===== config.mk =====
export PLATFORM = sky130hd
export DESIGN_NAME = urw_rx
export DESIGN_NICKNAME = d
export VERILOG_FILES = /design/src/common/urw_pkg.sv /design/src/urw_rx.sv
export SDC_FILE = /design/constraint.sdc
export NUM_CORES = 1
export LEC_CHECK = 0
export BUFFER_PORTS_ARGS = -buffer_cell sky130_fd_sc_hd__buf_4
export CORE_UTILIZATION = 40
export CTS_CLUSTER_SIZE = 14
export DETAILED_ROUTE_END_ITERATION = 6
export PLACE_DENSITY = 0.58
export SKIP_LAST_GASP = 1
export SYNTH_ARGS = -nofsm -noshare
export SYNTH_HDL_FRONTEND = slang
export SYNTH_SLANG_ARGS = --single-unit

===== constraint.sdc =====
create_clock -name ref_clk -period 1.6 [get_ports ref_clk]
set_input_delay 0.16 -clock ref_clk [delete_from_list [all_inputs] [get_ports ref_clk]]
set_output_delay 0.16 -clock ref_clk [all_outputs]
set_load 0.02 [all_outputs]

===== src/common/urw_pkg.sv =====
// urw_pkg: constants and carrier types for the idle-polarity uart receiver
// assumes a 50 MHz reference clock; no software-visible registers
package urw_pkg;
  localparam int unsigned REF_CLK_HZ = 50000000;
  localparam int unsigned BAUD_DEFAULT = 115200;
  // 16 samples per bit
  localparam int unsigned OVERSAMPLE = 16;
  localparam int unsigned POL_BIT = 4;
  localparam logic [7:0] MODE_RESET = 8'h00;
  localparam logic [3:0] MID_SAMPLE = 4'h7;
  localparam logic [3:0] LAST_SAMPLE = 4'hf;
  localparam logic [2:0] LAST_BIT = 3'h7;
  localparam int unsigned DIV_W = 16;

  typedef struct packed {
    logic [7:0] data;
    logic framing_err;
    logic wake_char;
  } urw_rx_char_t;
endpackage : urw_pkg


===== src/urw_rx.sv =====
// urw_rx: uart receiver with selectable idle level and sleep clock gating
// assumes the receive pin is asynchronous and a system sleep request level
`timescale 1ns/1ps

// How it works
// - mode bit 4 selects idle level
// - bit resets 0, line idles high
// - any idle departure lasting two clocks or more starts start detection
// - sampling clock stopped during sleep
// - pin activity wakes; first char after wake is still delivered with rx_valid_q, flagged wake_char
module urw_rx #(
  parameter int unsigned BAUD_DIV = urw_pkg::REF_CLK_HZ / (urw_pkg::BAUD_DEFAULT * urw_pkg::OVERSAMPLE)
) (
  input wire logic ref_clk,
  input wire logic rst_n,
  input wire logic [7:0] uart_mode_register,
  input wire logic sleep_req,
  input wire logic uart_receive_pin,
  output logic wake_q,
  output logic rx_valid_q,
  output urw_pkg::urw_rx_char_t rx_char_q
);
  typedef enum logic [1:0] {URW_IDLE, URW_START, URW_DATA, URW_STOP} urw_state_t;

  localparam logic [urw_pkg::DIV_W-1:0] DIV_LAST = urw_pkg::DIV_W'(BAUD_DIV - 1);

  logic [2:0] pin_sync_q;
  logic pin_stable_q;
  logic [7:0] mode_q;
  logic asleep_q;
  logic wake_pending_q;
  logic [urw_pkg::DIV_W-1:0] div_q;
  logic tick_q;
  urw_state_t state_q;
  logic [3:0] samp_q;
  logic [2:0] bit_q;
  logic [7:0] shift_q;

  // three-stage sync; change accepted when stages two and three agree
  always_ff @(posedge ref_clk or negedge rst_n) begin
    if (!rst_n) begin
      pin_sync_q <= 3'h7;
      pin_stable_q <= 1'b1;
    end else begin
      pin_sync_q <= {pin_sync_q[1:0], uart_receive_pin};
      if (pin_sync_q[1] == pin_sync_q[2]) begin
        pin_stable_q <= pin_sync_q[2];
      end
    end
  end

  always_ff @(posedge ref_clk or negedge rst_n) begin
    if (!rst_n) begin
      mode_q <= urw_pkg::MODE_RESET;
    end else begin
      mode_q <= uart_mode_register;
    end
  end

  wire invert = mode_q[urw_pkg::POL_BIT];
  // line in "active-high idle" form regardless of polarity
  wire rx_line = pin_stable_q ^ invert;
  wire rx_active = !rx_line;

  // sleep stops the sampling clock; only the synchronized wake detector keeps running
  always_ff @(posedge ref_clk or negedge rst_n) begin
    if (!rst_n) begin
      asleep_q <= 1'b0;
      wake_q <= 1'b0;
      wake_pending_q <= 1'b0;
    end else begin
      wake_q <= 1'b0;
      if (asleep_q && rx_active) begin
        asleep_q <= 1'b0;
        wake_q <= 1'b1;
        wake_pending_q <= 1'b1;
      end else if (sleep_req && !asleep_q) begin
        asleep_q <= 1'b1;
      end else if (rx_valid_q) begin
        wake_pending_q <= 1'b0;
      end
    end
  end

  wire run = !asleep_q;

  always_ff @(posedge ref_clk or negedge rst_n) begin
    if (!rst_n) begin
      div_q <= '0;
      tick_q <= 1'b0;
    end else begin
      tick_q <= 1'b0;
      if (!run) begin
        div_q <= '0;
      end else if (div_q == DIV_LAST) begin
        div_q <= '0;
        tick_q <= 1'b1;
      end else begin
        div_q <= div_q + 1'b1;
      end
    end
  end

  wire mid = tick_q && (samp_q == urw_pkg::MID_SAMPLE);
  wire bit_end = tick_q && (samp_q == urw_pkg::LAST_SAMPLE);

  always_ff @(posedge ref_clk or negedge rst_n) begin
    if (!rst_n) begin
      state_q <= URW_IDLE;
      samp_q <= '0;
      bit_q <= '0;
      shift_q <= '0;
      rx_valid_q <= 1'b0;
      rx_char_q <= '0;
    end else begin
      rx_valid_q <= 1'b0;
      if (tick_q) begin
        samp_q <= samp_q + 4'h1;
      end
      if (!run) begin
        state_q <= URW_IDLE;
        samp_q <= '0;
      end else begin
        case (state_q)
          URW_IDLE: begin
            samp_q <= '0;
            if (rx_active) begin
              state_q <= URW_START;
            end
          end
          URW_START: begin
            // glitch shorter than half a bit returns to idle
            if (mid && !rx_active) begin
              state_q <= URW_IDLE;
            end else if (bit_end) begin
              state_q <= URW_DATA;
              bit_q <= '0;
            end
          end
          URW_DATA: begin
            if (mid) begin
              shift_q <= {rx_line, shift_q[7:1]};
            end
            if (bit_end) begin
              if (bit_q == urw_pkg::LAST_BIT) begin
                state_q <= URW_STOP;
              end
              bit_q <= bit_q + 3'h1;
            end
          end
          URW_STOP: begin
            if (mid) begin
              rx_valid_q <= 1'b1;
              rx_char_q.data <= shift_q;
              rx_char_q.framing_err <= !rx_line;
              rx_char_q.wake_char <= wake_pending_q;
              state_q <= URW_IDLE;
            end
          end
          default: state_q <= URW_IDLE;
        endcase
      end
    end
  end
endmodule : urw_rx


## Word-level counts from Yosys, hierarchy flattened

Cells that the tools add are included.

| storage, ports and cells | value |
|---|---|
| register bits | 57 |
| word-level logic and storage cells | 83 |

| operators by class | value |
|---|---|
| reduce and logical (&&, ||, !) cells | 17 |
| bitwise operators | 2 |
| add/subtract/negate cells | 3 |
| equal/unequal tests | 17 |
| multiplexer cells | 28 |

Operators by type and width:

| operator | number |
|---|---|
| two-way mux 16 bit | 2 |
| adder 16 x 1 -> 16 bit (second input constant) | 1 |
| equality test 16 x 5 -> 1 bit (second input constant) | 1 |
| two-way mux 2 bit | 7 |
| two-way mux 4 bit | 3 |
| != test 3 bit (second input constant) | 4 |
| two-way mux 1 bit | 11 |
| AND reduction 5 bit | 2 |
| two-way mux 3 bit | 3 |
| != test 2 bit (second input constant) | 4 |
| case mux 2 bit (4 select lines) | 1 |
| case mux 3 bit (2 select lines) | 1 |
| AND reduction 3 bit | 2 |
| nonzero test 2 bit | 3 |
| logical AND 1 bit | 5 |
| adder 4 x 1 -> 4 bit (second input constant) | 1 |
| equality test 2 bit (second input constant) | 2 |
| equality test 4 x 3 -> 1 bit (second input constant) | 1 |
| equality test 4 bit (second input constant) | 1 |
| != test 4 bit (second input constant) | 1 |
| adder 3 x 1 -> 3 bit (second input constant) | 1 |
| equality test 3 bit (second input constant) | 1 |
| nonzero test 3 bit | 1 |
| equality test 2 x 1 -> 1 bit (second input constant) | 1 |
| other kinds (6) | 7 |

## Longest topological paths before layout

| logic depth | value |
|---|---|
| word-level depth | 6 |
| mapped depth | 8 |

## Worst setup path after synthesis

Ideal clock, no wire load.

| path | value |
|---|---|
| path type | register -> register |
| start point | register samp_q[0] |
| end point | register state_q[0] |
| arrival time | 1.602 ns |
| path slack | -0.127 ns |
| setup time | 0.125 ns |
| stages on the path, launching flop included | 6 |
| cell sequence | dfrtp_1 ha_1 and4b_1 a2111oi_2 a211oi_1 mux2_2 |

| on the way | value |
|---|---|
| cells in the longest elaborated chain, start to end | 6 |

RTL lines:

| item | line | text |
|---|---|---|
| start, declared | urw_rx.sv:35 | `logic [3:0] samp_q;` |
| start signal, assigned | urw_rx.sv:118 | `samp_q <= samp_q + 4'h1;` |
| equality test 4 x 3 -> 1 bit | urw_rx.sv:104 | `wire mid = tick_q && (samp_q == urw_pkg::MID_SAMPLE);` |
| logical AND 1 bit | urw_rx.sv:104 |  |
| logical AND 1 bit | urw_rx.sv:133 | `if (mid && !rx_active) begin` |
| two-way mux 2 bit | urw_rx.sv:133 |  |
| case mux 2 bit (4 select lines) | urw_rx.sv:124 | `case (state_q)` |
| two-way mux 2 bit | urw_rx.sv:120 | `if (!run) begin` |
| end signal, assigned | urw_rx.sv:121 | `state_q <= URW_IDLE;` |
| end signal, assigned | urw_rx.sv:134 | `state_q <= URW_IDLE;` |
| end signal, assigned | urw_rx.sv:136 | `state_q <= URW_DATA;` |
| end, declared | urw_rx.sv:34 | `urw_state_t state_q;` |

Several ways; a longest one is shown, not always the timed one.
A chain may end at the register's enable or synchronous reset.

## Worst setup path after layout

| path | value |
|---|---|
| start point | register samp_q[0] |
| end point | register rx_char_q[8] (netlist bit) |

| on the way | value |
|---|---|
| cells in the longest elaborated chain, start to end | 3 |

RTL lines:

| item | line | text |
|---|---|---|
| equality test 4 x 3 -> 1 bit | urw_rx.sv:104 |  |
| logical AND 1 bit | urw_rx.sv:104 |  |
| AND reduction 3 bit (no source line) | - |  |
| end, declared | urw_rx.sv:21 | `output urw_pkg::urw_rx_char_t rx_char_q` |

Every way passes these cells.

==> impl_results.md <==
* Status: finished with violations
* Violated checks: setup timing
* Via count at ~1500
* Total die area at 6124 um^2
* CP Launch Type: flop
* NumNets Final at 256
* Longest Clk Path Bufs at 2
* DRT Pass-1 Iters at 4
* Post-synthesis sequential area ratio at 0.5724
* Routed WL per cell at about 13 um
* Num CTS Buffers at 5
* Antenna diode count at 0
* Total Negative Setup Slacks at -1.205 ns
* Die X at 78.26 um
* Synth unique cells at 38
* Critical Path RT at 1.79 ns
* P_sw at about 0.00073 W
* DIE HEIGHT at 78.26 um
* First-pass GRT wire length at slightly above 7000 um
* GR Overflow Total at 0
* Layout cells sized above 1 at 0.3833
* CTS tree: yes
* EDFF count, synth at 0
* Area leader, netlist: dfrtp_1
* Fin crit share at 1.053
* Endpoints failing setup at 18
* Clock slew at reported path FFs at 0.10 ns
* Commonest non-fill, non-tap cell in the layout: dfrtp_1
* Net Count, Synth at 211
* Final wirelength at 4121 um
* Largest net degree at the start of global routing at 54
* Tmin final at 1.685 ns
* Clk pwr share at 0.284
* Initial antenna violation count at 0
* Placer Congestion at approximately 0.71
* Sw Share at 0.2782
* Initial detailed-routing violation count at just over 70
* # clock sinks at 53
* Synth warn at 0
* Int Pwr at 0.001891 W
* Area Overhead vs Synth at 25.98%
* Via-to-Cell Ratio at 4.910
* Clock skew at between 0.01 and 0.015 ns
* Post-Syn Area at 2326 um^2
* Clk root buf: clkbuf_8
* Syn_area_per_cell at 11.99 um^2
* Cell count after placement at just under 300
* Final Max Slew Viols at 0
* Most frequent cells in the layout: 49 x dfrtp_1, 39 x buf_4, 22 x nor2_1
* Synth Instances at 194
* Vias in the first global route at about 1500
* Rows at 27
* Max cap viols at 0
* Worst EP arrival at about 1.9 ns
* Worst Tran Pin Value at 0.6652 ns
* Primary FF master, synth: dfrtp_1
* Max transition margin at 0.5565
* DRT antenna net count at 0
* Dpl hpwl at 2653 um
* Flop pwr share at 0.568
* Synthesized flop and latch total at 53
* Static Leak at between 1 and 1.5 nW
* Core area at 5540 um^2
* Total track usage at 0.1463
* PortBufs at 16
* Setup WS post-layout at -0.08538 ns
* Drc violations at 0
* PD cells at 894.2 nW/um^2
* Hold Fails Final Rpt at 0
* Htree depth at 2
* Setup crit end kind: flop
* Worst-skew pair later-pin latency at approximately 0.30 ns
* Initial Util at 0.4198
* Top cell type's share of synthesized area at 0.5272
* CP Max Fanout at 11
* Fin cells at between 300 and 400
* Synth area leaders: dfrtp_1 53%, mux2_2 8.7%, dfstp_2 4.5%
* Peak supply drop at 0.6500 mV
* Synth async-reset ratio at 1.000
* CP Class: flop to flop
* Post-Place Setup Slack at -0.1525 ns
* Boundary Pins at 24
* Worst min path class: input pin to flop
* Logic pwr share at 0.147
* Fillers at 507
* RSZ-0062 raised after global routing: yes
* Fmax at 0.5933 GHz
[per-stage QoR]
| step | hold WS (ns) | util | total power (W) | instance area, um^2 |
|---|---|---|---|---|
| 2_1_floorplan | -0.1356 | - | 0.001714 | 2335 |
| 3_5_place_dp | 0.2478 | 0.4874 | 0.001879 | 2700 |
| 5_1_grt | 0.08548 | 0.5289 | 0.002758 | 2930 |
| 3_3_place_gp | 0.2474 | 0.4874 | 0.001872 | 2700 |
| 4_1_cts | 0.06943 | 0.5217 | 0.002653 | 2890 |
| 6_report | 0.07965 | 0.5289 | 0.002620 | 2930 |
[registers in the layout, indices dropped and copies added (netlist names)]
signal,cells
div_q,16
rx_char_q,10
shift_q,8
samp_q,4
bit_q,3
pin_sync_q,3
state_q,2
asleep_q,1
mode_q,1
pin_stable_q,1
rx_valid_q,1
tick_q,1
wake_pending_q,1
wake_q,1
[cell type report]
class,instances,area [um^2],share of cell area
sequential,53,1331,0.4543
multi-input combinational,127,1039,0.3544
timing repair buffer,44,354.1,0.1208
tap,72,90.09,0.03074
clock buffer,6,72.57,0.02477
inverter,8,30.03,0.01025
clock inverter,2,13.76,0.004697
[power by group through the flow]
| stage | logic (W) | clock network, W | registers, W |
|---|---|---|---|
| CTS | 0.000384 | 0.000780 | 0.00149 |
| global route | 0.000440 | 0.000815 | 0.00150 |
| floorplan | 0.000239 | 0 | 0.00147 |
| finish | 0.000386 | 0.000744 | 0.00149 |
| global placement | 0.000367 | 0 | 0.00151 |
| detailed placement | 0.000371 | 0 | 0.00151 |
[synth_stat cells, types with 4 or more instances]
master,instances
a21oi_1,4
xnor2_1,9
nor2_1,24
nor4_1,4
nand4_1,5
or3_1,4
o21ai_0,6
dfrtp_1,49
dfstp_2,4
buf_2,4
xor2_1,7
inv_1,8
ha_1,5
nand2_1,8
nand3_1,6
mux2_2,18
[timing repair]
| action | CTS | global route |
|---|---|---|
| pin swaps | 3 | 7 |
| hold buffers | 3 | 0 |
| setup buffers | 3 | 0 |
| gates resized for setup | 12 | 12 |
| gates cloned | 0 | 1 |
| endpoints found under the setup margin | 20 | 39 |
| hold endpoints to repair | 51 | 0 |
[final timing paths]
| check | startpoint | to | slack [ns] | cells after the start |
|---|---|---|---|---|
| max reg2reg | samp_q[0]$_DFFE_PN0P_ | rx_char_q[8]$_DFFE_PN0P_ | -0.09 | 5 |
| max in group asynchronous | rst_n | shift_q[4]$_DFFE_PN0P_ | 0.72 | 2 |
| max | samp_q[0]$_DFFE_PN0P_ | rx_char_q[8]$_DFFE_PN0P_ | -0.09 | 5 |
| min in group asynchronous | rst_n | bit_q[2]$_DFFE_PN0P_ | 0.43 | 2 |
| min | sleep_req | asleep_q$_DFFE_PN0P_ | 0.08 | 3 |
| min reg2reg | pin_sync_q[0]$_DFF_PN1_ | pin_sync_q[1]$_DFF_PN1_ | 0.37 | 0 |
[worst max-delay path, cell delays in order (launching register included)]
cell and delay, ns:
dfrtp_1 0.37, ha_2 0.20, and4b_2 0.28, and4b_1 0.25, buf_12 0.15, mux2_2 0.33
[routing by layer]
| layer | vias to the layer above | share of wire | global-route usage |
|---|---|---|---|
| li1 | 766 | - | - |
| met1 | 746 | 0.52 | 0.2083 |
| met2 | 16 | 0.45 | 0.2263 |
| met3 | 4 | 0.027 | 0.02791 |
| met4 | 0 | 0.0087 | 0.04444 |
| met5 | - | 0 | 0 |
[cell families after synthesis]
group           count (synthesis)  synth area share
compound gates                 15           0.04142
xor+xnor                       16           0.06025
fa+ha+maj                       6           0.03120
buf+inv                        15           0.02851
flops                          53            0.5724
mux                            20           0.09575
simple gates                   69            0.1705
Note: power is estimated with default switching activity, not from simulation.
